===== src/hbc_pkg.sv =====
// package for the h-bridge control and chopper block
package hbc_pkg;

  localparam int CLK_HZ = 100_000_000;
  localparam int CLK_NS = 10;

  // times in their own units, counts derived (us times exact, ns times round up to whole cycles)
  localparam int SLEEP_US        = 1000;
  localparam int SLEEP_CYC       = SLEEP_US * (CLK_HZ / 1_000_000);
  localparam int WAKE_US         = 250;
  localparam int WAKE_CYC        = WAKE_US * (CLK_HZ / 1_000_000);
  localparam int OFF_US          = 25;
  localparam int OFF_CYC         = OFF_US * (CLK_HZ / 1_000_000);
  localparam int BLANK_US        = 2;
  localparam int BLANK_CYC       = BLANK_US * (CLK_HZ / 1_000_000);
  localparam int OCP_NS          = 1500;
  localparam int OCP_CYC         = (OCP_NS + CLK_NS - 1) / CLK_NS;
  localparam int DEAD_NS         = 200;
  localparam int DEAD_CYC        = (DEAD_NS + CLK_NS - 1) / CLK_NS;
  localparam int DEGLITCH_NS     = 300;
  localparam int DEGLITCH_CYC    = (DEGLITCH_NS + CLK_NS - 1) / CLK_NS;
  localparam int MAX_PWM_KHZ     = 200;
  // half period of the fastest modulation must outlast filter plus dead time
  localparam int MIN_HALF_NS     = 1_000_000 / MAX_PWM_KHZ / 2;

  // drive code of one half-bridge
  typedef enum logic [1:0] {
    HBC_LEG_FLOAT,
    HBC_LEG_HIGH,
    HBC_LEG_LOW
  } hbc_leg_t;

  // gate commands of one half-bridge
  typedef struct packed {
    logic high_on;
    logic low_on;
  } hbc_gate_t;

  typedef enum logic [2:0] {
    HBC_ST_SLEEP,
    HBC_ST_WAKE,
    HBC_ST_ACTIVE,
    HBC_ST_CHOP,
    HBC_ST_FAULT
  } hbc_state_t;

endpackage : hbc_pkg


===== src/hbc_leg.sv =====
// one half-bridge leg with shoot-through gap
`timescale 1ns/100ps
module hbc_leg
  import hbc_pkg::*;
#(
  parameter int GAP_CYC = DEAD_CYC
)
(
  input  wire logic      clk_sys,
  input  wire logic      rst_n,
  input  hbc_leg_t       leg_req,
  output hbc_gate_t      gate
);

  initial
  begin
    if (GAP_CYC < 1 || GAP_CYC > 255)
      $error("hbc_leg: GAP_CYC out of range");
  end

  logic [7:0] gap_cnt_r;
  hbc_leg_t   cur_r;

  always_ff @(posedge clk_sys or negedge rst_n)
  begin
    if (!rst_n)
    begin
      cur_r     <= HBC_LEG_FLOAT;
      gap_cnt_r <= 8'h00;
    end
    else if (leg_req == cur_r)
      gap_cnt_r <= 8'h00;
    else if (leg_req == HBC_LEG_FLOAT || cur_r == HBC_LEG_FLOAT)
    begin
      cur_r     <= leg_req;
      gap_cnt_r <= 8'h00;
    end
    else if (gap_cnt_r == 8'(GAP_CYC - 1))
    begin
      cur_r     <= leg_req;
      gap_cnt_r <= 8'h00;
    end
    else
      gap_cnt_r <= gap_cnt_r + 8'h01;
  end

  // during the gap both switches are off; a direct switch never happens
  always_ff @(posedge clk_sys or negedge rst_n)
  begin
    if (!rst_n)
      gate <= '0;
    else if (leg_req != cur_r && leg_req != HBC_LEG_FLOAT && cur_r != HBC_LEG_FLOAT)
      gate <= '0;
    else
    begin
      gate.high_on <= (cur_r == HBC_LEG_HIGH);
      gate.low_on  <= (cur_r == HBC_LEG_LOW);
    end
  end

endmodule : hbc_leg


===== src/hbc_core.sv =====
// h-bridge control: input filter, sleep, chopping and fault handling
`timescale 1ns/100ps
module hbc_core
  import hbc_pkg::*;
#(
  parameter int SLEEP_CNT  = SLEEP_CYC,
  parameter int WAKE_CNT   = WAKE_CYC,
  parameter int OFF_CNT    = OFF_CYC,
  parameter int BLANK_CNT  = BLANK_CYC,
  parameter int OCP_CNT    = OCP_CYC,
  parameter int FILT_CNT   = DEGLITCH_CYC
)
(
  input  wire logic clk_sys,
  input  wire logic rst_n,
  input  wire logic bridge_input_a,
  input  wire logic bridge_input_b,
  input  wire logic chop_trip_current,
  input  wire logic overcurrent_fault,
  input  wire logic thermal_fault,
  output hbc_gate_t bridge_output_one,
  output hbc_gate_t bridge_output_two,
  output logic      sleep_active,
  output logic      fault_latched
);

  localparam int TW = 24;

  initial
  begin
    if (SLEEP_CNT < 1 || WAKE_CNT < 1 || OFF_CNT < 1 || BLANK_CNT < 1 || OCP_CNT < 1 || FILT_CNT < 1)
      $error("hbc_core: counts must be at least one");
    if (SLEEP_CNT >= (1 << TW) || WAKE_CNT >= (1 << TW) || OFF_CNT >= (1 << TW))
      $error("hbc_core: count too wide");
    // blank, overcurrent and filter counters are only eight bits wide
    if (BLANK_CNT > 255 || OCP_CNT > 255 || FILT_CNT > 255)
      $error("hbc_core: short count too wide");
    // filter plus gap must fit the fastest modulation half period
    if ((FILT_CNT + DEAD_CYC) * CLK_NS >= MIN_HALF_NS)
      $error("hbc_core: filter too slow for fastest modulation");
  end

  logic [4:0] s1_r;
  logic [4:0] s2_r;
  logic [4:0] s3_r;

  always_ff @(posedge clk_sys or negedge rst_n)
  begin
    if (!rst_n)
    begin
      s1_r <= 5'h00;
      s2_r <= 5'h00;
      s3_r <= 5'h00;
    end
    else
    begin
      s1_r <= {thermal_fault, overcurrent_fault, chop_trip_current, bridge_input_b, bridge_input_a};
      s2_r <= s1_r;
      s3_r <= s2_r;
    end
  end

  // a change counts once second and third stage agree
  logic [4:0] sy_r;

  always_ff @(posedge clk_sys or negedge rst_n)
  begin
    if (!rst_n)
      sy_r <= 5'h00;
    else
      sy_r <= (s2_r & s3_r) | (sy_r & (s2_r | s3_r));
  end

  logic [1:0] in_f_r;
  logic [7:0] filt_cnt_r [2];

  for (genvar gi = 0; gi < 2; gi++)
  begin : g_filt
    always_ff @(posedge clk_sys or negedge rst_n)
    begin
      if (!rst_n)
      begin
        in_f_r[gi]     <= 1'b0;
        filt_cnt_r[gi] <= 8'h00;
      end
      else if (sy_r[gi] == in_f_r[gi])
        filt_cnt_r[gi] <= 8'h00;
      else if (filt_cnt_r[gi] == 8'(FILT_CNT - 1))
      begin
        in_f_r[gi]     <= sy_r[gi];
        filt_cnt_r[gi] <= 8'h00;
      end
      else
        filt_cnt_r[gi] <= filt_cnt_r[gi] + 8'h01;
    end
  end

  wire logic in_a   = in_f_r[0];
  wire logic in_b   = in_f_r[1];
  wire logic trip   = sy_r[2];
  wire logic oc_raw = sy_r[3];
  wire logic hot    = sy_r[4];
  wire logic idle   = !in_a && !in_b;

  // overcurrent qualifies after OCP_CNT cycles of continuous assertion
  logic [7:0] oc_cnt_r;
  logic       oc_qual;

  always_ff @(posedge clk_sys or negedge rst_n)
  begin
    if (!rst_n)
      oc_cnt_r <= 8'h00;
    else if (!oc_raw)
      oc_cnt_r <= 8'h00;
    else if (oc_cnt_r != 8'(OCP_CNT))
      oc_cnt_r <= oc_cnt_r + 8'h01;
  end

  assign oc_qual = (oc_cnt_r == 8'(OCP_CNT));

  // state machine
  hbc_state_t state_r;
  logic [TW-1:0] tmr_r;
  logic [TW-1:0] idle_cnt_r;
  logic [7:0]    blank_cnt_r;

  // count both-low time for sleep entry
  always_ff @(posedge clk_sys or negedge rst_n)
  begin
    if (!rst_n)
      idle_cnt_r <= '0;
    else if (!idle)
      idle_cnt_r <= '0;
    else if (idle_cnt_r != TW'(SLEEP_CNT))
      idle_cnt_r <= idle_cnt_r + TW'(1);
  end

  wire logic sleep_due = (idle_cnt_r == TW'(SLEEP_CNT));

  always_ff @(posedge clk_sys or negedge rst_n)
  begin
    if (!rst_n)
    begin
      state_r <= HBC_ST_SLEEP;
      tmr_r   <= '0;
    end
    else
    begin
      case (state_r)
        HBC_ST_SLEEP:
        begin
          tmr_r <= '0;
          if (!idle)
            state_r <= HBC_ST_WAKE;
        end
        // input must stay high for the wake interval
        HBC_ST_WAKE:
        begin
          if (idle)
            state_r <= HBC_ST_SLEEP;
          else if (tmr_r == TW'(WAKE_CNT - 1))
          begin
            state_r <= HBC_ST_ACTIVE;
            tmr_r   <= '0;
          end
          else
            tmr_r <= tmr_r + TW'(1);
        end
        HBC_ST_ACTIVE:
        begin
          tmr_r <= '0;
          if (oc_qual)
            state_r <= HBC_ST_FAULT;
          else if (sleep_due)
            state_r <= HBC_ST_SLEEP;
          // live trip starts the off interval, past blanking
          else if (trip && blank_cnt_r == 8'h00 && !idle && !hot)
            state_r <= HBC_ST_CHOP;
        end
        HBC_ST_CHOP:
        begin
          if (oc_qual)
            state_r <= HBC_ST_FAULT;
          else if (tmr_r == TW'(OFF_CNT - 1))
          begin
            state_r <= HBC_ST_ACTIVE;
            tmr_r   <= '0;
          end
          else
            tmr_r <= tmr_r + TW'(1);
        end
        HBC_ST_FAULT:
        begin
          tmr_r <= '0;
          if (sleep_due)
            state_r <= HBC_ST_SLEEP;
        end
        default:
        begin
          state_r <= HBC_ST_SLEEP;
          tmr_r   <= '0;
        end
      endcase
    end
  end

  // blank trip after drive is re-enabled
  logic drive_on;
  logic drive_on_d_r;

  assign drive_on = (state_r == HBC_ST_ACTIVE) && !idle && !hot && !(in_a && in_b);

  always_ff @(posedge clk_sys or negedge rst_n)
  begin
    if (!rst_n)
    begin
      drive_on_d_r <= 1'b0;
      blank_cnt_r  <= 8'h00;
    end
    else
    begin
      drive_on_d_r <= drive_on;
      if (drive_on && !drive_on_d_r)
        blank_cnt_r <= 8'(BLANK_CNT);
      else if (blank_cnt_r != 8'h00)
        blank_cnt_r <= blank_cnt_r - 8'h01;
    end
  end

  // bridge decode
  hbc_leg_t req_one;
  hbc_leg_t req_two;

  always_comb
  begin
    req_one = HBC_LEG_FLOAT;
    req_two = HBC_LEG_FLOAT;
    // thermal flag holds all off, auto resume
    if (hot)
    begin
      req_one = HBC_LEG_FLOAT;
      req_two = HBC_LEG_FLOAT;
    end
    // both low switches on during off interval
    else if (state_r == HBC_ST_CHOP)
    begin
      req_one = HBC_LEG_LOW;
      req_two = HBC_LEG_LOW;
    end
    else if (state_r == HBC_ST_ACTIVE)
    begin
      case ({in_a, in_b})
        2'b01:
        begin
          req_one = HBC_LEG_LOW;
          req_two = HBC_LEG_HIGH;
        end
        2'b10:
        begin
          req_one = HBC_LEG_HIGH;
          req_two = HBC_LEG_LOW;
        end
        2'b11:
        begin
          req_one = HBC_LEG_LOW;
          req_two = HBC_LEG_LOW;
        end
        default:
        begin
          req_one = HBC_LEG_FLOAT;
          req_two = HBC_LEG_FLOAT;
        end
      endcase
    end
  end

  hbc_leg u_leg_one (
    .clk_sys (clk_sys),
    .rst_n   (rst_n),
    .leg_req (req_one),
    .gate    (bridge_output_one)
  );

  hbc_leg u_leg_two (
    .clk_sys (clk_sys),
    .rst_n   (rst_n),
    .leg_req (req_two),
    .gate    (bridge_output_two)
  );

  always_ff @(posedge clk_sys or negedge rst_n)
  begin
    if (!rst_n)
    begin
      sleep_active  <= 1'b1;
      fault_latched <= 1'b0;
    end
    else
    begin
      sleep_active  <= (state_r == HBC_ST_SLEEP) || (state_r == HBC_ST_WAKE);
      fault_latched <= (state_r == HBC_ST_FAULT);
    end
  end

endmodule : hbc_core


===== config.mk =====
export PLATFORM = sky130hd
export DESIGN_NAME = hbc_core
export DESIGN_NICKNAME = d
export VERILOG_FILES = /design/src/hbc_pkg.sv /design/src/hbc_leg.sv /design/src/hbc_core.sv
export SDC_FILE = /design/constraint.sdc
export NUM_CORES = 1
export LEC_CHECK = 0
export ABC_AREA = 1
export ABC_CLOCK_PERIOD_IN_PS = 2200
export BUFFER_PORTS_ARGS = -buffer_cell sky130_fd_sc_hd__buf_4
export CORE_ASPECT_RATIO = 1.5
export CORE_MARGIN = 2
export CORE_UTILIZATION = 28
export CTS_CLUSTER_SIZE = 14
export DETAILED_ROUTE_END_ITERATION = 6
export REMOVE_ABC_BUFFERS = 1
export SLEW_MARGIN = 20
export SYNTH_ARGS = -nofsm -noshare
export SYNTH_HDL_FRONTEND = slang
export SYNTH_SLANG_ARGS = --single-unit

===== constraint.sdc =====
create_clock -name clk_sys -period 2.2 [get_ports clk_sys]
set_input_delay 0.33 -clock clk_sys [delete_from_list [all_inputs] [get_ports clk_sys]]
set_output_delay 0.33 -clock clk_sys [all_outputs]
set_load 0.01 [all_outputs]

==> impl_metrics.toml, run 1 <==
[logic_synthesis]
postSynthRegisterBits = 132
synth_area_um2 = 6790
synthFlopType = "dfrtp_1"
synth_mux_area_share_pct = 0
synth_area_per_cell_um2 = 7.95
synth.distinct_cells = 38
synth-compound-area-share_pct = 6.82
synth_edf_count = 0
yosys.area_share.simple_pct = 29.9
yosys_warnings = 0
synth-xor-area-share_pct = 3.22
yosysSeqAreaShare_pct = 48.6
synth_top_family_by_area = "simple AND/OR/NAND/NOR gates"
postSynthCellCount = 854
async_reset_ff_share_pct = 100
synth_adder_area_share_pct = 3.13

[routing]
drt_pass1_iterations = 4
drtIter0Drc = 303
drc_errors = 0
viasPerCell = 4.47
wl_mm = 14.2
routedWlPerCell_um = 11.6
antenna_left = 0
vias = 5490

[global_routing]
use_met1_pct = 12.7
use_met2_pct = 22.0
grt.overflow.total = 0
grt_antenna_before_repair = 0
grt_pass1_wl_mm = 25.3
top_usage_layer = "met2"
grt_max_degree = 58
grt_pass1_vias = 5651
grtUsageTotal_pct = 12.2
grt_util_met3_pct = 3.29

[worst_setup_path]
cp-start-kind = "flip-flop"
endpoint_kind = "flip-flop"
crit_required_ps = 2520
cpMaxStageDelayCell = "dfrtp_1"
crit_fanout = 13
max_stage_delay_ps = 410
cp.arrival_ps = 2170
critPathKind = "flip-flop to flip-flop"
path_cells = "inv_1, ha_1, nand4_1, nor2_4, nand2_1, nand2_1, inv_1, nand3_2, buf_4, o21ai_1, nor2_1"

[clock_tree]
post_cts_resized = 0
cts_buffers = 17
clockBufferDepth = 2
cts_root_buffer = "clkbuf_16"
htreeDepth = 4
cts_tree = "done"
path_clk_slew_ps = 60
clk_latency_ps = 430
clock-sinks = 132

[power]
peakVddDrop_mv = 0.537
power.leakage_nw = 3.78
power-per-cell-area_nw_per_um2 = 683
p_total_w = 0.00545

[timing]
whs_ps = 24.0
rsz0062_at_grt = "false"
slew_viol_final = 0
relSlewSlack_pct = 62.1
finalHoldViolCount = 0
fmax_mhz = 539
setup_tns_ps = 0
setup_viol = 0
fin_crit_ps = 1860
worst_pin_slew_ps = 568
skew_ps = 8.08
period_share_pct = 84.4
setup_ws_ps = 343

[final_layout]
drive_above_1_share_pct = 8.58
fill_cells = 2440
regArea_um2 = 3300
mostFrequentLayoutCells = "158 x nand2_1, 141 x nor2_1, 131 x inv_1, 131 x dfrtp_1, 70 x nand3_1"
num_antenna_cells = 0
layout_commonest_cell = "nand2_1"
area_delta_synth_final_pct = 17.5
nets = 916
multi_input_area_um2 = 2930

[status]
status = "completed"

[floorplan]
ioPinCount = 13
fp.dieW_um = 131
start_util_pct = 28.6
core_um2 = 23700
rows = 69
dieArea_um2 = 25500
die_h_um = 195

[flow_run]
drv_cap = 0

[placement]
place_hpwl_mm = 10.5
pre_cts_slack_ps = 342
gp_congestion = 0.852
portBuffers = 12

[hold_path]
hold_path_class = "input pin to flip-flop"
[per-layer routing]
metal / part of all wire [%] / vias to the layer above / routed length [um]
li1: - / 2822 / -
met1: 42 / 2552 / 5950
met2: 52 / 76 / 7390
met3: 2.8 / 40 / 395
met4: 3.6 / 0 / 515
met5: 0 / - / 0
[worst paths after layout]
path	from	cells after the start	slack, ps	to
max in group asynchronous	rst_n	3	1120	u_leg_one.gap_cnt_r[6]
setup reg to reg	oc_cnt_r[0]	11	340	tmr_r[18]
min in group asynchronous	rst_n	2	430	idle_cnt_r[17]
setup / recovery	oc_cnt_r[0]	11	340	tmr_r[18]
hold / removal	chop_trip_current	1	20	s1_r[2]
hold reg to reg	s1_r[1]	0	350	s2_r[1]
[stage by stage]
step | instances | utilization (%) | instance area, um2
2_1_floorplan | 847 | - | 6740
3_3_place_gp | 1191 | 31.0 | 7350
3_5_place_dp | 1191 | 31.0 | 7350
4_1_cts | 1227 | 33.6 | 7970
5_1_grt | 1228 | 33.6 | 7980
6_report | 1228 | 33.6 | 7980
[repair_timing]
action / CTS / global route
endpoints found under the hold margin: 54 / 1
hold buffers: 4 / 1
buffers inserted: 0 / 0
setup endpoints to repair: 0 / 0
[synth_stat cells, drive strengths merged (2+ instances only)]
library cell	instances	area [um2]
a31oi	6	37.5
inv	135	507
a21oi	35	183
dfrtp	131	3280
nor2	149	619
and2	2	12.5
o21ai	38	194
xor2	23	201
nor3	26	141
xnor2	2	17.5
nor3b	5	37.5
nor4	5	31.3
ha	13	163
nand2	160	611
buf	6	51.3
maj3	5	50.1
nand3	72	370
nand4	27	169
a211oi	3	22.5
nand3b	2	15.0
and3	3	18.8
[flip-flops by register name (all words and copies together), names as in the netlist, 8 cells and up]
name / flops
u_leg_two.gap_cnt_r: 8
filt_cnt_r: 16
blank_cnt_r: 8
u_leg_one.gap_cnt_r: 8
idle_cnt_r: 24
oc_cnt_r: 8
tmr_r: 24
[cell type report]
cell class / count / area share (%)
sequential: 132 / 41.4
tap: 319 / 5.00
inverter: 135 / 6.35
timing repair buffer: 30 / 3.34
clock buffer: 20 / 5.60
multi-input combinational: 580 / 36.7
clock inverter: 12 / 1.65
[cells by family after synthesis]
| family | Yosys count |
|---|---|
| compound gates | 85 |
| xor+xnor | 25 |
| fa+ha+maj | 18 |
| buf+inv | 142 |
| flops | 132 |
| simple gates | 452 |
[worst max-delay path: cells and delay by family (launching register included)]
kind	cells	cell delay, ps
AND/OR/NAND/NOR	6	670
AO/OA/AOI/OAI	1	70
buffers and inverters	3	410
flip-flops	1	410
adder cells (fa/ha/maj)	1	190
[report_power, final]
part	internal (W)	leakage [nW]	switching [W]
clock	0.00169	0.272	0.00108
combinational	0.0000600	1.73	0.0000992
sequential	0.00248	1.77	0.0000404
total	0.00423	3.78	0.00122
No activity file was read; power rests on OpenSTA's default activity.
==> inputs of run 2 (changes only) <==
--- a/config.mk
+++ b/config.mk
@@ -5,8 +5,8 @@
 export SDC_FILE = /design/constraint.sdc
 export NUM_CORES = 1
 export LEC_CHECK = 0
-export ABC_AREA = 1
-export ABC_CLOCK_PERIOD_IN_PS = 2200
+export ABC_AREA = 0
+export ABC_CLOCK_PERIOD_IN_PS = 1800
 export BUFFER_PORTS_ARGS = -buffer_cell sky130_fd_sc_hd__buf_4
 export CORE_ASPECT_RATIO = 1.5
 export CORE_MARGIN = 2
==> constraint.sdc (replaced) <==
create_clock -name clk_sys -period 1.8 [get_ports clk_sys]
set_input_delay 0.27 -clock clk_sys [delete_from_list [all_inputs] [get_ports clk_sys]]
set_output_delay 0.27 -clock clk_sys [all_outputs]
set_load 0.01 [all_outputs]
==> impl_metrics.toml, run 2 <==
[status]
status = "finished with violations"
violations = "negative setup slack"

[routing]
viasPerCell = 4.77
routedWlPerCell_um = 13.5
vias = 4821
antenna_left = 0
wl_mm = 13.6
drtIter0Drc = 226
drt_pass1_iterations = 4
drc_errors = 0

[logic_synthesis]
postSynthRegisterBits = 132
yosysSeqAreaShare_pct = 53.5
synth_area_per_cell_um2 = 10.4
synth_area_um2 = 6180
yosysMostFrequentCell = "dfrtp_1"
yosys_warnings = 0
synth_edf_count = 0
synth_commonest_cells = "131 x dfrtp_1, 85 x nor2_1, 49 x nand2_1"
postSynthCellCount = 592
synthFlopType = "dfrtp_1"
synth_top_area_cell = "dfrtp_1"
async_reset_ff_share_pct = 100
synth.distinct_cells = 56
synth_area_leaders = "dfrtp_1 53%, nor2_1 5.2%, xor2_1 5.0%, xnor2_1 4.0%, nand2_1 3.0%"
synth_top_area_share_pct = 53.1

[worst_setup_path]
crit_required_ps = 2100
cp-start-kind = "flip-flop"
endpoint_kind = "flip-flop"
max_stage_delay_ps = 380
cpMaxStageDelayCell = "dfrtp_1"
cp_common_cell = "buf_4"
cp.arrival_ps = 2200
crit_fanout = 4
crit_buf_inv = 2
path_cells = "nor4b_2, buf_4, nand4_1, nor4_4, buf_4, mux2i_1, nor2_1"
crit_family = "simple AND/OR/NAND/NOR gates"
critPathKind = "flip-flop to flip-flop"

[clock_tree]
clockBufferDepth = 2
cts_buffers = 17
cts_tree = "done"
path_clk_slew_ps = 60
cts_root_buffer = "clkbuf_16"
htreeDepth = 4
clock-sinks = 132
clk_latency_ps = 420

[global_routing]
grt_pass1_wl_mm = 22.7
grt_pass1_vias = 4911
grt.overflow.total = 0
grt_antenna_before_repair = 0
grt_max_degree = 58
grtUsageTotal_pct = 12.1

[final_layout]
fill_cells = 2072
multi_input_area_um2 = 3270
drive_above_1_share_pct = 33.4
reg_top3 = "idle_cnt_r (24), tmr_r (24), filt_cnt_r (16)"
nets = 746
instances_no_fill = 1011
num_antenna_cells = 0
mostFrequentLayoutCells = "129 x dfrtp_1, 103 x buf_4, 70 x nor2_1"
layout_commonest_cell = "dfrtp_1"
area_delta_synth_final_pct = 40.5
regArea_um2 = 3310

[timing]
setup_ws_ps = -105
finalHoldViolCount = 0
setup_viol = 18
fin_crit_ps = 1900
setup_tns_ps = -641
slew_viol_final = 0
worst_pin_slew_ps = 371
relSlewSlack_pct = 75.0
rsz0062_at_grt = "true"
fmax_mhz = 525
skew_ps = 6.74
period_share_pct = 106

[power]
peakVddDrop_mv = 0.635
p_int_w = 0.00550
power.leakage_nw = 3.85
pwr-share-comb_pct = 3.2
switching_share_pct = 21.8
power-per-cell-area_nw_per_um2 = 811
switching_power_w = 0.00153
pwr-share-seq_pct = 43.7
power.share.clock_pct = 53.1

[floorplan]
ioPinCount = 13
die_h_um = 186
core_um2 = 21600
dieArea_um2 = 23300
rows = 66
start_util_pct = 28.5
fp.dieW_um = 125

[placement]
dp.cells = 963
place_hpwl_mm = 9.13
portBuffers = 12
gp_congestion = 0.799

[hold_path]
hold_path_class = "input pin to asynchronous set/reset pin"

[flow_run]
drv_cap = 0
==> run 2: cell types whose count changed after synthesis, sizes merged, moves of 15 or more <==
cell and delta:
a21oi -18, inv -122, nand2 -111, nand3 -38, nor2 -61, o21ai -15, xnor2 +26
==> run 2: power groups by stage <==
stage / combinational (W) / sequential, W / clock, W
2_1_floorplan: 0.0000818 / 0.00312 / 0
3_5_place_dp: 0.000211 / 0.00313 / 0
5_1_grt: 0.000259 / 0.00308 / 0.00397
4_1_cts: 0.000223 / 0.00308 / 0.00383
3_3_place_gp: 0.000202 / 0.00313 / 0
6_report: 0.000223 / 0.00308 / 0.00374
==> run 2: layer usage <==
metal,vias up,share of wire [%],global-route usage (%)
met3,29,2.1,2.53
met1,2393,41,13.2
met2,61,54,22.2
li1,2338,-,-
met5,-,0,0
met4,0,3.0,5.87
==> run 2: cell families after synthesis <==
| family | Yosys count | share of synthesized area [%] |
|---|---|---|
| AO/OA/AOI/OAI | 67 | 6.85 |
| XOR/XNOR | 63 | 8.93 |
| adder cells (fa/ha/maj) | 18 | 3.44 |
| buffers and inverters | 24 | 1.90 |
| flip-flops | 132 | 53.5 |
| multiplexers | 6 | 1.05 |
| AND/OR/NAND/NOR | 282 | 24.3 |
==> run 2: worst register-to-register path, delay by kind of cell (launching register included) <==
family        cells  cell delay (ps)
simple gates      4              840
buf+inv           2              360
mux               1              190
flops             1              380
==> run 2: layout make-up <==
type / instances / area share (%)
inverters: 13 / 0.562
flip-flops and latches: 132 / 38.1
clock inverters: 13 / 2.26
repair buffers: 126 / 12.4
clock buffers: 19 / 5.10
multi-input cells: 436 / 37.7
well taps: 272 / 3.92
==> run 2: worst paths after layout <==
path | to | slack [ps] | start | cells past startpoint
max in group asynchronous | state_r[1] | 860 | rst_n | 3
max reg2reg | idle_cnt_r[1] | -100 | idle_cnt_r[11] | 7
min in group clk_sys | s2_r[1] | 350 | s1_r[1] | 0
min | tmr_r[23] | 310 | rst_n | 2
max | idle_cnt_r[1] | -100 | idle_cnt_r[11] | 7
min reg2reg | s2_r[1] | 350 | s1_r[1] | 0
==> run 2: what timing repair did <==
action | 4_1_cts | 5_1_grt
setup endpoints to repair | 42 | 42
setup buffers | 0 | 10
hold endpoints to repair | 34 | 0
gates resized for setup | 22 | 99
hold buffers | 6 | 0
gates cloned | 0 | 1
pin swaps | 6 | 40
==> run 2: per-stage QoR <==
step	worst slack (ps)	cell area (um2)	util (%)	hold slack [ps]	power, W
2_1_floorplan	-486	6110	-	-25.6	0.00320
3_5_place_dp	-152	7310	33.8	179	0.00334
6_report	-105	8680	40.1	305	0.00704
5_1_grt	-264	8680	40.1	321	0.00731
3_3_place_gp	-134	7310	33.8	177	0.00333
4_1_cts	-111	8140	37.6	304	0.00713
